==> src/hdl/msc3_pkg.sv <==
// Package with addresses, field layouts, reset values and scaling for the mode-3 bank.
package msc3_pkg;

  // Register addresses on the internal register port.
  localparam logic [7:0] MSC3_ADDR_PART1 = 8'h2F;
  localparam logic [7:0] MSC3_ADDR_PART2 = 8'h30;
  localparam logic [7:0] MSC3_ADDR_PART3 = 8'h31;

  // Reset values of the three registers.
  localparam logic [7:0] MSC3_RST_PART1 = 8'h4C;
  localparam logic [7:0] MSC3_RST_PART2 = 8'h4F;
  localparam logic [7:0] MSC3_RST_PART3 = 8'h0C;

  // Part 1 field positions.
  localparam int MSC3_P1_RESERVED_BIT_BIT   = 7;
  localparam int MSC3_P1_KEYCFG_BIT = 6;
  localparam int MSC3_P1_OFFS_BIT   = 5;
  localparam int MSC3_P1_CODE_MSB   = 4;
  // Part 2 field positions.
  localparam int MSC3_P2_AON_MSB    = 7;
  localparam int MSC3_P2_AON_LSB    = 4;
  localparam int MSC3_P2_CORE_EN    = 3;
  localparam int MSC3_P2_SYS_EN     = 2;
  localparam int MSC3_P2_AON_EN     = 1;
  localparam int MSC3_P2_LIN_EN     = 0;
  // Part 3 field positions.
  localparam int MSC3_P3_WD_MSB     = 7;
  localparam int MSC3_P3_WD_LSB     = 6;
  localparam int MSC3_P3_OFFS_BIT   = 5;
  localparam int MSC3_P3_CODE_MSB   = 4;

  // Mode number that this bank belongs to, and the fallback mode.
  localparam logic [1:0] MSC3_MODE_THIS = 2'h3;
  localparam logic [1:0] MSC3_MODE_ZERO = 2'h0;

  // Voltage scaling in millivolts.
  localparam logic [11:0] MSC3_MV_STEP      = 12'h019;
  localparam logic [11:0] MSC3_MV_OFFSET    = 12'h4B0;
  localparam logic [11:0] MSC3_MV_BASE_SYS  = 12'h5DC;
  localparam logic [11:0] MSC3_MV_BASE_AON  = 12'h6A4;
  localparam logic [4:0]  MSC3_CODE_TOP_SYS = 5'h18;
  localparam logic [3:0]  MSC3_CODE_TOP_AON = 4'h8;

  // Watchdog period encoding and value in seconds.
  localparam logic [1:0] MSC3_WD_OFF = 2'h0;
  localparam logic [1:0] MSC3_WD_16  = 2'h1;
  localparam logic [1:0] MSC3_WD_32  = 2'h2;
  localparam logic [6:0] MSC3_WD_S16 = 7'h10;
  localparam logic [6:0] MSC3_WD_S32 = 7'h20;
  localparam logic [6:0] MSC3_WD_S64 = 7'h40;

  // Settings applied to the analog side while mode 3 is active.
  typedef struct packed {
    logic        core_buck_en;
    logic        system_buck_en;
    logic        always_on_en;
    logic        system_linear_en;
    logic [11:0] system_buck_mv;
    logic [11:0] always_on_mv;
    logic [11:0] system_linear_mv;
    logic [6:0]  watchdog_s;
  } msc3_rail_cfg_t;

endpackage : msc3_pkg

==> src/hdl/msc3_pin_sync.sv <==
// Three-stage pin synchroniser that accepts a change once stages two and three agree.
`timescale 1ns/1ns
module msc3_pin_sync #(
  parameter int          WIDTH    = 1,
  parameter logic [15:0] RST_LEVEL = 16'h0000
) (
  // Clock and reset
  input  wire logic             mclk,
  input  wire logic             resetn,
  // Pins and clean levels
  input  wire logic [WIDTH-1:0] pin_in,
  output logic      [WIDTH-1:0] level_out
);

  logic [WIDTH-1:0] s1_r, s2_r, s3_r, lvl_r;
  logic [WIDTH-1:0] s1_nxt, s2_nxt, s3_nxt, lvl_nxt;

  always_comb begin
    s1_nxt  = pin_in;
    s2_nxt  = s1_r;
    s3_nxt  = s2_r;
    // A bit follows stage two only where stages two and three agree.
    lvl_nxt = (lvl_r & (s2_r ^ s3_r)) | (s2_r & ~(s2_r ^ s3_r));
    if (!resetn) begin
      s1_nxt  = RST_LEVEL[WIDTH-1:0];
      s2_nxt  = RST_LEVEL[WIDTH-1:0];
      s3_nxt  = RST_LEVEL[WIDTH-1:0];
      lvl_nxt = RST_LEVEL[WIDTH-1:0];
    end
  end

  always_ff @(posedge mclk) begin
    s1_r  <= s1_nxt;
    s2_r  <= s2_nxt;
    s3_r  <= s3_nxt;
    lvl_r <= lvl_nxt;
  end

  assign level_out = lvl_r;

endmodule : msc3_pin_sync

==> src/hdl/msc3_config_bank.sv <==
// Mode-setting-3 configuration bank: three registers, mode selection and applied settings.
`timescale 1ns/1ns
module msc3_config_bank
  import msc3_pkg::*;
(
  // Clock and reset
  input  wire logic           mclk,
  input  wire logic           resetn,
  // Register port from the serial target
  input  wire logic [7:0]     reg_addr,
  input  wire logic           reg_wr,
  input  wire logic [7:0]     reg_wdata,
  input  wire logic           reg_rd,
  output logic      [7:0]     reg_rdata,
  output logic                reg_hit,
  // Mode selection sources
  input  wire logic           pin_mode_pick_m3,
  input  wire logic           mode_pick_bit_low,
  input  wire logic           mode_pick_bit_high,
  input  wire logic           mode_pick_pin_low,
  input  wire logic           mode_pick_pin_high,
  // Power key pin, idle high
  input  wire logic           power_key_pin,
  // Mode status and settings to the power stage
  output logic      [1:0]     active_mode,
  output logic                mode3_active,
  output logic                mode0_switch_req,
  output msc3_rail_cfg_t      rail_cfg
);

  // Clean pin levels: bit 2 key, bits 1:0 mode pins.
  // The key stage resets to its idle high level so that leaving reset never reads as a press.
  localparam int          PIN_WIDTH = 3;
  localparam int          PIN_KEY   = 2;
  localparam logic [15:0] PIN_RST   = 16'h0004;

  logic [PIN_WIDTH-1:0] pin_lvl;

  msc3_pin_sync #(
    .WIDTH     (PIN_WIDTH),
    .RST_LEVEL (PIN_RST)
  ) u_pin_sync (
    .mclk      (mclk),
    .resetn    (resetn),
    .pin_in    ({power_key_pin, mode_pick_pin_high, mode_pick_pin_low}),
    .level_out (pin_lvl)
  );

  // Register file.
  logic [7:0] part1_r, part2_r, part3_r, rdata_r;
  logic [7:0] part1_nxt, part2_nxt, part3_nxt, rdata_nxt;
  logic       hit_r, hit_nxt;

  always_comb begin
    part1_nxt = part1_r;
    part2_nxt = part2_r;
    part3_nxt = part3_r;
    rdata_nxt = rdata_r;
    hit_nxt   = 1'b0;
    if (reg_wr) begin
      // Every bit, the reserved one included, is stored as written.
      case (reg_addr)
        MSC3_ADDR_PART1: part1_nxt = reg_wdata;
        MSC3_ADDR_PART2: part2_nxt = reg_wdata;
        MSC3_ADDR_PART3: part3_nxt = reg_wdata;
        default: ;
      endcase
    end
    // A read in the same cycle as a write to that address returns the old value.
    if (reg_rd) begin
      hit_nxt = 1'b1;
      case (reg_addr)
        MSC3_ADDR_PART1: rdata_nxt = part1_r;
        MSC3_ADDR_PART2: rdata_nxt = part2_r;
        MSC3_ADDR_PART3: rdata_nxt = part3_r;
        default: begin
          rdata_nxt = 8'h00;
          hit_nxt   = 1'b0;
        end
      endcase
    end
    if (!resetn) begin
      part1_nxt = MSC3_RST_PART1;
      part2_nxt = MSC3_RST_PART2;
      part3_nxt = MSC3_RST_PART3;
      rdata_nxt = 8'h00;
      hit_nxt   = 1'b0;
    end
  end

  always_ff @(posedge mclk) begin
    part1_r <= part1_nxt;
    part2_r <= part2_nxt;
    part3_r <= part3_nxt;
    rdata_r <= rdata_nxt;
    hit_r   <= hit_nxt;
  end

  assign reg_rdata = rdata_r;
  assign reg_hit   = hit_r;

  // Field views.
  logic       key_cfg;
  logic       sys_offs, lin_offs;
  logic [4:0] sys_code, lin_code;
  logic [3:0] aon_code;
  logic [1:0] wd_code;

  assign key_cfg  = part1_r[MSC3_P1_KEYCFG_BIT];
  assign sys_offs = part1_r[MSC3_P1_OFFS_BIT];
  assign sys_code = part1_r[MSC3_P1_CODE_MSB:0];
  assign aon_code = part2_r[MSC3_P2_AON_MSB:MSC3_P2_AON_LSB];
  assign wd_code  = part3_r[MSC3_P3_WD_MSB:MSC3_P3_WD_LSB];
  assign lin_offs = part3_r[MSC3_P3_OFFS_BIT];
  assign lin_code = part3_r[MSC3_P3_CODE_MSB:0];

  // Five-bit code to millivolts, saturating at the top code, plus optional offset.
  function automatic logic [11:0] code5_mv(input logic [4:0] code, input logic offs);
    logic [4:0]  sat;
    logic [11:0] mv;
    sat = (code > MSC3_CODE_TOP_SYS) ? MSC3_CODE_TOP_SYS : code;
    mv  = MSC3_MV_BASE_SYS + 12'(MSC3_MV_STEP * {7'h00, sat});
    if (offs) begin
      mv = mv + MSC3_MV_OFFSET;
    end
    return mv;
  endfunction : code5_mv

  // Four-bit always-on code to millivolts, saturating at the top code.
  function automatic logic [11:0] code4_mv(input logic [3:0] code);
    logic [3:0] sat;
    sat = (code > MSC3_CODE_TOP_AON) ? MSC3_CODE_TOP_AON : code;
    return MSC3_MV_BASE_AON + 12'(MSC3_MV_STEP * {8'h00, sat});
  endfunction : code4_mv

  // Watchdog code to seconds; zero leaves the watchdog off.
  function automatic logic [6:0] wd_seconds(input logic [1:0] code);
    logic [6:0] s;
    case (code)
      MSC3_WD_OFF: s = 7'h00;
      MSC3_WD_16:  s = MSC3_WD_S16;
      MSC3_WD_32:  s = MSC3_WD_S32;
      default:     s = MSC3_WD_S64;
    endcase
    return s;
  endfunction : wd_seconds

  // Mode selection and applied settings.
  logic [1:0]     mode_sel;
  logic           key_fall;
  logic [1:0]     mode_r, mode_nxt;
  logic           key_d_r, key_d_nxt;
  logic           sw0_r, sw0_nxt;
  logic           m3_r, m3_nxt;
  msc3_rail_cfg_t cfg_r, cfg_nxt;

  // The unused source is ignored entirely.
  assign mode_sel = pin_mode_pick_m3 ? pin_lvl[1:0]
                                     : {mode_pick_bit_high, mode_pick_bit_low};
  assign key_fall = key_d_r & ~pin_lvl[PIN_KEY];

  always_comb begin
    mode_nxt  = mode_sel;
    key_d_nxt = pin_lvl[PIN_KEY];
    sw0_nxt   = 1'b0;
    cfg_nxt   = '0;
    // The request is only meaningful in mode 3, so it is raised only for a key fall seen while mode 3 is active.
    if ((mode_r == MSC3_MODE_THIS) && key_fall && !key_cfg) begin
      sw0_nxt = 1'b1;
    end
    // Settings fall to zero outside mode 3 so the power stage never sees stale values.
    if (mode_r == MSC3_MODE_THIS) begin
      cfg_nxt.core_buck_en     = part2_r[MSC3_P2_CORE_EN];
      cfg_nxt.system_buck_en   = part2_r[MSC3_P2_SYS_EN];
      cfg_nxt.always_on_en     = part2_r[MSC3_P2_AON_EN];
      cfg_nxt.system_linear_en = part2_r[MSC3_P2_LIN_EN];
      cfg_nxt.system_buck_mv   = code5_mv(sys_code, sys_offs);
      cfg_nxt.always_on_mv     = code4_mv(aon_code);
      cfg_nxt.system_linear_mv = code5_mv(lin_code, lin_offs);
      cfg_nxt.watchdog_s       = wd_seconds(wd_code);
    end
    if (!resetn) begin
      mode_nxt  = MSC3_MODE_ZERO;
      key_d_nxt = 1'b1;
      sw0_nxt   = 1'b0;
      cfg_nxt   = '0;
    end
    // Registered so that the mode flag is a flop output and not a decode of one.
    m3_nxt = (mode_nxt == MSC3_MODE_THIS);
  end

  always_ff @(posedge mclk) begin
    mode_r  <= mode_nxt;
    key_d_r <= key_d_nxt;
    sw0_r   <= sw0_nxt;
    cfg_r   <= cfg_nxt;
    m3_r    <= m3_nxt;
  end

  assign active_mode      = mode_r;
  assign mode3_active     = m3_r;
  assign mode0_switch_req = sw0_r;
  assign rail_cfg         = cfg_r;

endmodule : msc3_config_bank

==> config.mk <==
export PLATFORM = sky130hd
export DESIGN_NAME = msc3_config_bank
export DESIGN_NICKNAME = d
export VERILOG_FILES = /design/src/hdl/msc3_pkg.sv /design/src/hdl/msc3_pin_sync.sv /design/src/hdl/msc3_config_bank.sv
export SDC_FILE = /design/constraint.sdc
export NUM_CORES = 1
export LEC_CHECK = 0
export ABC_AREA = 1
export BUFFER_PORTS_ARGS = -buffer_cell sky130_fd_sc_hd__buf_2
export CORE_MARGIN = 1.5
export CORE_UTILIZATION = 24
export DETAILED_ROUTE_END_ITERATION = 16
export PLACE_DENSITY = 0.52
export SYNTH_ARGS = -nofsm -noshare
export SYNTH_HDL_FRONTEND = slang
export SYNTH_SLANG_ARGS = --single-unit
==> constraint.sdc <==
create_clock -name mclk -period 4.35 [get_ports mclk]
set_input_delay 0.435 -clock mclk [delete_from_list [all_inputs] [get_ports mclk]]
set_output_delay 0.435 -clock mclk [all_outputs]
set_load 0.01 [all_outputs]
# After elaboration in Yosys (flattened, before gate mapping)
# Index checks and enable logic that the tools add are counted.
# op_classes
n_addsub	5
n_mul	3
order_cmp	3
n_eq_ne	7
muxes	11
bitwise	7
reduce_logical	10
# op_table
cell	n
adder 11 x 10 -> 12 bit (first input constant)	2
adder 12 x 11 -> 12 bit (second input constant)	2
== test 8 x 6 -> 1 bit (second input constant)	3
two-way mux 12 bit	2
one-hot mux 8 bit (3 select lines)	1
one-hot mux 7 bit (3 select lines)	1
multiplier 5 x 5 -> 10 bit (first input constant)	2
adder 11 x 9 -> 12 bit (first input constant)	1
> comparator 5 bit (second input constant)	2
two-way mux 5 bit	2
AND reduction 2 bit	5
multiplier 5 x 4 -> 9 bit (first input constant)	1
AND 3 bit	2
== test 2 bit (second input constant)	3
> comparator 4 bit (second input constant)	1
two-way mux 2 bit	2
two-way mux 4 bit	1
inverter 3 bit	1
OR 3 bit	1
OR reduction 3 bit	1
bitwise XOR 3 bit	1
== test 2 x 1 -> 1 bit (second input constant)	1
logical AND 1 bit	2
zero test 2 bit	1
other kinds (4)	5
# word_totals
reg_bits	97
in_bits	26
output_inout_bits	60
word_cells	67

# Depth between registers and ports, before layout
# Gate-level depths: netlist (run 1).
# depth
depth_word	6
depth_mapped	25

# Cells and area by module
# Synthesis (run 1) repeated with hierarchy kept, for this count alone.
# hier_totals
cells_unflattened	578
hier_area_um2	4603.2
# modules_own_cells
module	n_inst	cells_each	area_each_um2
msc3_config_bank	1	534	4217.8
msc3_pin_sync	1	44	385.4

# Worst setup path after synthesis (run 1)
# Ideal clock, no wire load.
# synth_path
path_type	register to register
start	reg part3_r[4]
end	reg cfg_r, in the netlist rail_cfg[17]
setup_ps	117
arrival_ps	3634
setup_slack_ps	599
path_stages_with_launch	20
n_path_buf	0
synth_period_minus_slack_ps	3751
path_cell_list	dfxtp_1 ha_1 inv_1 a31oi_1 nor2_1 ha_1 inv_1 fa_1 inv_1 ha_1 ha_1 inv_1 fa_1 ha_1 o21ai_1 nand2_1 nor2_1 nor2_1 nor2_1 nor2_1
# synth_between
elab_chain_len	6
# synth_rtl
item	line	source
start, declared	msc3_config_bank.sv:50	logic [7:0] part1_r, part2_r, part3_r, rdata_r;
start signal, assigned	msc3_config_bank.sv:94	part3_r <= part3_nxt;
> comparator 5 bit	msc3_config_bank.sv:121	sat = (code > MSC3_CODE_TOP_SYS) ? MSC3_CODE_TOP_SYS : code;
two-way mux 5 bit (*)	msc3_config_bank.sv:121	
multiplier 5 x 5 -> 10 bit (*)	msc3_config_bank.sv:122	mv = MSC3_MV_BASE_SYS + 12'(MSC3_MV_STEP * {7'h00, sat});
adder 11 x 10 -> 12 bit (*)	msc3_config_bank.sv:122	
adder 12 x 11 -> 12 bit	msc3_config_bank.sv:124	mv = mv + MSC3_MV_OFFSET;
two-way mux 12 bit (*)	msc3_config_bank.sv:123	if (offs) begin
end signal, assigned	msc3_config_bank.sv:196	cfg_r <= cfg_nxt;
end, declared	msc3_config_bank.sv:155	msc3_rail_cfg_t cfg_r, cfg_nxt;
# Mark *: on every way between the ends. The rest lies on a longest branch, timed or not.
# A chain may end at the register's enable or synchronous reset.

# Worst setup path after layout (run 1)
# layout_path
start	reg part3_r[3]
end	reg cfg_r, in the netlist rail_cfg[17]
# Same word-level chain as after synthesis.

==> impl_metrics.tcl, run 1 <==
set metrics [dict create \
    half_perimeter_wire_length_after_placement_um 8620 \
    multi_input_comb_area_sq_um 2370 \
    setup.worst_path.start "part3_r[3]" \
    drt-initial-drc-count 213 \
    first_pass_iters 4 \
    timing.critical_path.from_type "register" \
    pin_count_of_the_biggest_net_entering_global_routing 36 \
    dominantRegCellSynth "sky130_fd_sc_hd__dfxtp_1" \
    setup.worst_path.class "register to register" \
    clkLatencyLatePin_ps 350 \
    ctsLongestPathBuffers 2 \
    postSynth.asyncResetShare_pct 0 \
    r2r_start "part3_r[3]" \
    netlist_instances 575 \
    initial_utilization_pct 24.6 \
    rsz0062_at_grt "false" \
    grt_pass1_vias 3647 \
    cts_made_buffers 9 \
    postCtsSetupBuffers 0 \
    layout-drive-gt1-share_pct 20.6 \
    core-area_sq_um 18800 \
    port-buffer-count 81 \
    timing.critical_path.to_type "register" \
    whs_path_depth 2 \
    status "completed" \
    boundaryPins 86 \
    arrival_ps 4110 \
    finalSetupViolations 0 \
    ys_ff_latch 93 \
    count_of_inserted_antenna_diode_cells 0 \
    vdd_drop_max_v 0.000180 \
    worst_slew_margin_rel_pct 57.5 \
    hp-start "power_key_pin" \
    routabilityCongestion 0.788 \
    maxSlewViolCount 0 \
    tritoncts_clock_tree "yes" \
    syn_area_per_cell_sq_um 8.05 \
    design.final.nets 734 \
    setup-tns-final_ps 0 \
    grt.overflow.total 0 \
    holdCritPathClass "input port to register" \
    tightestPinTransition_ps 635 \
    r2r_cells 19 \
    numClockSinks 93 \
    post_drt_wl_per_cell_um 12.1 \
    antenna_violating_nets_post_route 0 \
    worst-endpoint-required_ps 4590 \
    clock-skew-final_ps 10.6 \
    layout_commonest_cell "sky130_fd_sc_hd__dfxtp_1" \
    root_buffer "sky130_fd_sc_hd__clkbuf_16" \
    h_tree_lvls 3 \
    grt_antenna_before_repair 0 \
    synth.lib_cells_used.distinct 44 \
    floorplan.die_area_sq_um 20100 \
    areaGrowthSynthToFinish_pct 20.7 \
    chipWidth_um 142 \
    synthesis.yosys.warnings 0 \
    min_period_ps 3870 \
    finalWirelength_um 11200 \
    grtUsageTotal_pct 11.6 \
    chipHeight_um 142 \
    timing.critical_path.fanout_max 7 \
    synth_edf_count 0 \
    achievable_frequency_ghz 0.259 \
    timing.final.crit_share_pct 88.9 \
    final_cell_mix "sky130_fd_sc_hd__dfxtp_1 (92), sky130_fd_sc_hd__nand2_1 (86), sky130_fd_sc_hd__inv_1 (83)" \
    drc 0 \
    synth-seq-area-share_pct 40.2 \
    hold_violations 0 \
    power-per-cell-area_nw_per_um2 300 \
    fin_hold_ws_ps 273 \
    fp-row-count 50 \
    total_leakage_power_nw 2.76 \
    grt_first_pass_wirelength_um 18100 \
    count_of_fill_cells_added_during_filler_insertion 2067 \
    seqCellArea_sq_um 1860 \
    routed_via_density 4.04 \
    post_synth_instance_area_sq_um 4630 \
    detailroute.via_count 3714 \
    drv_cap 0 \
    cts.reportedPaths.clkPinSlew_ps 70 \
]
worst max-delay path, stage by stage (launching register included):
cell and delay, ps:
sky130_fd_sc_hd__dfxtp_1 460, sky130_fd_sc_hd__inv_1 170, sky130_fd_sc_hd__nor3_2 250, sky130_fd_sc_hd__a31oi_4 160
sky130_fd_sc_hd__nor2_1 210, sky130_fd_sc_hd__ha_1 260, sky130_fd_sc_hd__inv_1 70, sky130_fd_sc_hd__fa_1 400
sky130_fd_sc_hd__inv_1 70, sky130_fd_sc_hd__ha_1 230, sky130_fd_sc_hd__ha_1 220, sky130_fd_sc_hd__inv_1 70
sky130_fd_sc_hd__fa_1 440, sky130_fd_sc_hd__ha_1 240, sky130_fd_sc_hd__o21ai_1 170, sky130_fd_sc_hd__nand2_1 70
sky130_fd_sc_hd__nor2_1 110, sky130_fd_sc_hd__nor2_1 50, sky130_fd_sc_hd__nor2_1 90, sky130_fd_sc_hd__nor2_1 40
per-stage QoR:
stage	total power [mW]	util, %	setup WS, ps	instance area [sq um]	instances
after global routing	1.75	29.7	16.8	5590	920
after global placement	0.952	28.1	336	5290	905
after floorplan	0.926	-	599	4640	578
final	1.68	29.7	483	5590	920
after detailed placement	0.952	28.1	256	5290	905
after CTS	1.71	29.5	247	5560	920
cells by family after synthesis:
family	Yosys count	synth area share (%)
buf+inv	104	9.38
xor+xnor	7	1.65
compound gates	106	12.5
simple gates	212	20.7
flops	93	40.2
fa+ha+maj	52	15.5
other cells	1	0.0810
area by class of cell:
| class | count | share of cell area [%] |
|---|---|---|
| Clock inverter | 5 | 0.672 |
| Inverter | 88 | 5.98 |
| Sequential cell | 93 | 33.3 |
| Multi-Input combinational cell | 381 | 42.4 |
| Tap cell | 260 | 5.82 |
| Clock buffer | 10 | 4.28 |
| Timing Repair Buffer | 83 | 7.52 |
synthesized netlist by cell type, drive strengths merged (3+ instances only):
cell type	n	share of area, %
a21oi	46	5.1
a31oi	3	0.41
buf	9	1.6
clkbuf	7	0.57
dfxtp	93	40
fa	9	3.9
ha	43	12
inv	87	7.1
nand2	94	8.3
nand3	17	2.2
nor2	75	6.5
nor3	12	1.3
nor4	4	0.68
o211ai	6	0.97
o21ai	46	5.2
or2	6	0.87
xnor2	4	0.76
xor2	3	0.89
power by group:
part | switching, mW | internal (mW)
combinational | 0.0463 | 0.0255
clock | 0.344 | 0.401
sequential | 0.00249 | 0.858
flip-flops by register name (all words and copies together) (netlist names), 2 cells and up, named ones only:
| register | flops |
|---|---|
| part3_r | 8 |
| part1_r | 8 |
| reg_rdata | 8 |
| active_mode | 2 |
| u_pin_sync.s3_r | 3 |
| part2_r | 8 |
| u_pin_sync.s1_r | 3 |
| rail_cfg | 43 |
| u_pin_sync.s2_r | 3 |
timing repair:
action,CTS,global route
endpoints found under the setup margin,0,7
hold buffers,0,0
gates resized for setup,0,6
metal layers:
metal  up-vias  wire length, um  part of all wire [%]  global-route usage (%)
met1      1651             5830                    52                    15.9
met5         -                0                     0                       0
met4         0              131                   1.2                    3.58
met3         7              497                   4.5                    2.80
li1       1986                -                     -                       -
met2        70             4690                    42                    17.9
final timing paths:
kind,end,slack (ps)
worst max-delay path,rail_cfg[17],480
worst min register to register,u_pin_sync.s2_r[1],410
worst max register to register,rail_cfg[17],480
worst min-delay path,u_pin_sync.s1_r[2],270
No activity file was read; power rests on OpenSTA's default activity.
==> inputs of run 2 (changes only) <==
BUFFER_PORTS_ARGS = -buffer_cell sky130_fd_sc_hd__buf_4   (was -buffer_cell sky130_fd_sc_hd__buf_2)
==> impl_metrics.tcl, run 2 (synthesis results as in run 1) <==
set metrics [dict create \
    status "completed" \
    layout-drive-gt1-share_pct 20.0 \
    total_leakage_power_nw 2.79 \
    numClockSinks 93 \
    pin_count_of_the_biggest_net_entering_global_routing 36 \
    worst-endpoint-required_ps 4580 \
    timing.final.crit_share_pct 91.5 \
    postCtsSetupBuffers 0 \
    h_tree_lvls 3 \
    setup.worst_path.class "register to register" \
    cts.reportedPaths.clkPinSlew_ps 70 \
    grtUsageTotal_pct 11.5 \
    chipWidth_um 142 \
    cts_made_buffers 9 \
    grt_first_pass_wirelength_um 17900 \
    met1_track_demand_over_resource_pct 16.2 \
    vdd_drop_max_v 0.000181 \
    maxSlewViolCount 0 \
    r2r_cells 17 \
    detailroute.via_count 3767 \
    floorplan.die_area_sq_um 20100 \
    drt-initial-drc-count 195 \
    layout_commonest_cell "sky130_fd_sc_hd__dfxtp_1" \
    hold_worst_path_end "u_pin_sync.s1_r[2]" \
    power-per-cell-area_nw_per_um2 302 \
    hp-start "power_key_pin" \
    cts.hold.buffers_added 0 \
    min_period_ps 3980 \
    r2r_start "part1_r[4]" \
    initial_utilization_pct 24.6 \
    clkLatencyLatePin_ps 340 \
    port-buffer-count 81 \
    worst_slew_margin_rel_pct 60.1 \
    whs_path_depth 2 \
    core-area_sq_um 18800 \
    share_clk_of_total_power_pct 46.2 \
    cell_internal_pwr_mw 1.35 \
    grt.overflow.total 0 \
    netSwitchingFraction_pct 22.5 \
    final_core_util_pct 30.8 \
    clock-skew-final_ps 8.23 \
    drv_cap 0 \
    root_buffer "sky130_fd_sc_hd__clkbuf_16" \
    reg2reg_setup_slack_ps 370 \
    sequential_share_of_power_pct 49.3 \
    post_cts.resized_instances 0 \
    routed_via_density 4.09 \
    half_perimeter_wire_length_after_placement_um 8610 \
    chipHeight_um 142 \
    routabilityCongestion 0.804 \
    layout.cells.non_filler 920 \
    holdCritPathClass "input port to register" \
    first_pass_iters 4 \
    drc 0 \
    rsz0062_at_grt "false" \
    largest_register_ff_count 43 \
    ctsLongestPathBuffers 2 \
    areaGrowthSynthToFinish_pct 25.1 \
    hold_violations 0 \
    post-layout-total-power_mw 1.75 \
    setup.worst_path.start "part1_r[4]" \
    met3_usage_pct 2.63 \
    fp-row-count 50 \
    final_cell_mix "sky130_fd_sc_hd__dfxtp_1 (93), sky130_fd_sc_hd__nand2_1 (86), sky130_fd_sc_hd__inv_1 (83)" \
    grt_pass1_vias 3555 \
    post_drt_wl_per_cell_um 12.1 \
    count_of_inserted_antenna_diode_cells 0 \
    worst_r2r_endpoint "rail_cfg[39]" \
    switchingPower_uw 393 \
    design.final.nets 733 \
    pwr-share-comb_pct 4.6 \
    groute.layer.met2.usage_pct 17.1 \
    grt_antenna_before_repair 0 \
    timing.critical_path.to_type "register" \
    boundaryPins 86 \
    timing.critical_path.fanout_max 9 \
    achievable_frequency_ghz 0.251 \
    dp.cells 904 \
    finalWirelength_um 11100 \
    timing.critical_path.from_type "register" \
    tightestPinTransition_ps 596 \
    finalSetupViolations 0 \
    grt-busiest-layer "met2" \
    antenna_violating_nets_post_route 0 \
    setup-tns-final_ps 0 \
    tritoncts_clock_tree "yes" \
    count_of_fill_cells_added_during_filler_insertion 2050 \
    arrival_ps 4210 \
]
## run 2: worst max path at each step
stage          depth (start not counted)      endpoint  slack, ps
2_1_floorplan                         19  rail_cfg[17]        600
3_3_place_gp                          19  rail_cfg[17]        350
3_5_place_dp                          19  rail_cfg[17]        270
4_1_cts                               19  rail_cfg[17]        270
5_1_grt                               22  rail_cfg[41]          4
6_report                              17  rail_cfg[39]        370
## run 2: critical path: stages, from the launching register on
cell	delay, ps
sky130_fd_sc_hd__dfxtp_1	500
sky130_fd_sc_hd__ha_1	280
sky130_fd_sc_hd__nand2_1	70
sky130_fd_sc_hd__inv_1	170
sky130_fd_sc_hd__nor2_1	90
sky130_fd_sc_hd__ha_1	280
sky130_fd_sc_hd__inv_1	50
sky130_fd_sc_hd__fa_1	470
sky130_fd_sc_hd__inv_1	40
sky130_fd_sc_hd__ha_1	280
sky130_fd_sc_hd__ha_1	250
sky130_fd_sc_hd__inv_1	80
sky130_fd_sc_hd__fa_1	460
sky130_fd_sc_hd__ha_1	260
sky130_fd_sc_hd__o21ai_0	250
sky130_fd_sc_hd__nand2_1	100
sky130_fd_sc_hd__o21ai_0	150
sky130_fd_sc_hd__a21oi_1	70
## run 2: per-layer routing
metal  vias to the layer above  share of wire, %
met2                        72                41
met4                         0               1.4
met3                        12               3.7
li1                       2000                 -
met1                      1683                54
met5                         -                 0
## run 2: layout make-up
type / instances / area (sq um) / area share [%]
flip-flops and latches: 93 / 1860 / 32.1
clock inverters: 5 / 60.1 / 1.04
well taps: 260 / 325 / 5.62
inverters: 88 / 334 / 5.77
multi-input cells: 381 / 2350 / 40.6
repair buffers: 82 / 616 / 10.6
clock buffers: 11 / 243 / 4.19
## run 2: power by group through the flow
stage	registers (mW)	logic [mW]	clock network, mW
global route	0.861	0.0893	0.874
floorplan	0.881	0.0446	0
detailed placement	0.880	0.0802	0
finish	0.861	0.0797	0.807
global placement	0.880	0.0801	0
CTS	0.861	0.0805	0.840
## run 2: stage by stage
stage / setup slack [ps] / instance area [sq um] / hold slack, ps
after floorplan: 599 / 4640 / 389
after global placement: 349 / 5480 / 397
after detailed placement: 266 / 5480 / 399
after CTS: 273 / 5780 / 256
after global routing: 4.17 / 5790 / 272
final: 370 / 5790 / 269
==> inputs of run 3 (changes only) <==
CORE_ASPECT_RATIO = 1.4   (was unset)
==> impl_metrics.tcl, run 3 (synthesis results as in run 1) <==
set metrics [dict create \
    status "completed" \
    areaGrowthSynthToFinish_pct 25.5 \
    hold_worst_path_end "u_pin_sync.s1_r[2]" \
    timing.final.crit_share_pct 91.9 \
    critical_path.most_common_cell "sky130_fd_sc_hd__nor2_1" \
    grt_antenna_before_repair 0 \
    grt_first_pass_wirelength_um 17800 \
    h_tree_lvls 3 \
    root_buffer "sky130_fd_sc_hd__clkbuf_16" \
    tightestPinTransition_ps 536 \
    timing.critical_path.to_type "register" \
    post_drt_wl_per_cell_um 12.3 \
    reg2reg_setup_slack_ps 350 \
    cp_slowest_cell "sky130_fd_sc_hd__dfxtp_1" \
    cts_made_buffers 9 \
    boundaryPins 86 \
    tritoncts_clock_tree "yes" \
    grtUsageTotal_pct 11.4 \
    arrival_ps 4250 \
    setup.worst_path.class "register to register" \
    r2r_start "part3_r[4]" \
    routabilityCongestion 0.800 \
    power-per-cell-area_nw_per_um2 306 \
    pin_count_of_the_biggest_net_entering_global_routing 36 \
    timing.critical_path.from_type "register" \
    chipHeight_um 167 \
    antenna_violating_nets_post_route 0 \
    half_perimeter_wire_length_after_placement_um 8700 \
    worst-endpoint-required_ps 4600 \
    drv_cap 0 \
    hp-start "power_key_pin" \
    cts.reportedPaths.clkPinSlew_ps 70 \
    grt_pass1_vias 3676 \
    final_core_util_pct 31.0 \
    holdCritPathClass "input port to register" \
    port-buffer-count 81 \
    achievable_frequency_ghz 0.250 \
    slowest_delay_ps 480 \
    grt.overflow.total 0 \
    largest_register_ff_count 43 \
    finalWirelength_um 11100 \
    numClockSinks 93 \
    critical_path.cell_chain "inv_1, nor3_1, a31oi_4, nor2_1, ha_1, inv_1, fa_1, inv_1, ha_1, ha_1, inv_1, fa_1, ha_1, o21ai_1, nand2_1, nor2_1, nor2_1, nor2_1, nor2_1" \
    r2r_cells 19 \
    clock-skew-final_ps 11.3 \
    place_worst_setup_slack_ps 213 \
    count_of_inserted_antenna_diode_cells 0 \
    total_leakage_power_nw 2.80 \
    whs_path_depth 2 \
    chipWidth_um 120 \
    drc 0 \
    core-area_sq_um 18800 \
    clkLatencyLatePin_ps 350 \
    worst_slew_margin_rel_pct 64.2 \
    final_cell_mix "sky130_fd_sc_hd__dfxtp_1 (92), sky130_fd_sc_hd__nand2_1 (86), sky130_fd_sc_hd__buf_4 (84)" \
    floorplan.die_area_sq_um 20100 \
    worst_r2r_endpoint "rail_cfg[17]" \
    count_of_fill_cells_added_during_filler_insertion 2038 \
    timing.critical_path.fanout_max 7 \
    detailroute.via_count 3816 \
    drt-initial-drc-count 237 \
    ctsLongestPathBuffers 2 \
    min_period_ps 4000 \
    layout_commonest_cell "sky130_fd_sc_hd__dfxtp_1" \
    fp-row-count 59 \
    vdd_drop_max_v 0.000144 \
    initial_utilization_pct 24.7 \
    maxSlewViolCount 0 \
    routed_via_density 4.22 \
    setup-tns-final_ps 0 \
    hold_violations 0 \
    design.final.nets 735 \
    final_critical_path_setup_slack_ps 352 \
    cts.hold.buffers_added 0 \
    post-layout-total-power_mw 1.78 \
    layout-drive-gt1-share_pct 20.3 \
    finalSetupViolations 0 \
    first_pass_iters 5 \
]
run 3: power by group:
part           total (mW)  switching (mW)  internal, mW
logic              0.0777          0.0442        0.0334
registers           0.861         0.00275         0.858
clock network       0.840           0.337         0.503
run 3: final cells by class:
class                      instances  area [sq um]  share of cell area (%)
clock inverter                     5          83.8                    1.44
inverter                          88           334                    5.75
clock buffer                      10           229                    3.94
multi-input combinational        381          2360                    40.7
sequential                        93          1860                    32.1
timing repair buffer              84           631                    10.9
tap                              244           305                    5.26
run 3: what timing repair did:
| item | CTS | global route |
|---|---|---|
| setup buffers | 0 | 0 |
| resized for setup | 0 | 4 |
| setup endpoints to repair | 0 | 4 |
run 3: how the worst max path moves through the flow:
stage	start	end	slack [ps]
6_report	part3_r[4]	rail_cfg[17]	350
5_1_grt	part3_r[4]	rail_cfg[17]	-8
4_1_cts	part3_r[4]	rail_cfg[17]	210
3_5_place_dp	part3_r[4]	rail_cfg[17]	210
3_3_place_gp	part3_r[4]	rail_cfg[17]	330
2_1_floorplan	part3_r[4]	rail_cfg[17]	600
run 3: per-layer routing:
metal	share of wire, %	track usage [%]	vias up
met5	0	0	-
met4	1.8	4.91	0
met3	5.3	3.17	10
met2	49	19.4	78
met1	44	13.3	1730
li1	-	-	1998
run 3: stage by stage:
step                area, sq um  instances  hold slack (ps)
detailed placement         5480        890              399
global placement           5480        890              392
global route               5810        905              247
floorplan                  4640        578              389
finish                     5810        905              263
CTS                        5790        905              246
run 3: critical path: cells and delay by family, from the launching register on:
family,cells,cell delay [ps]
AO/OA/AOI/OAI,2,370
adder cells (fa/ha/maj),6,1790
buffers and inverters,4,330
flip-flops,1,480
AND/OR/NAND/NOR,7,940
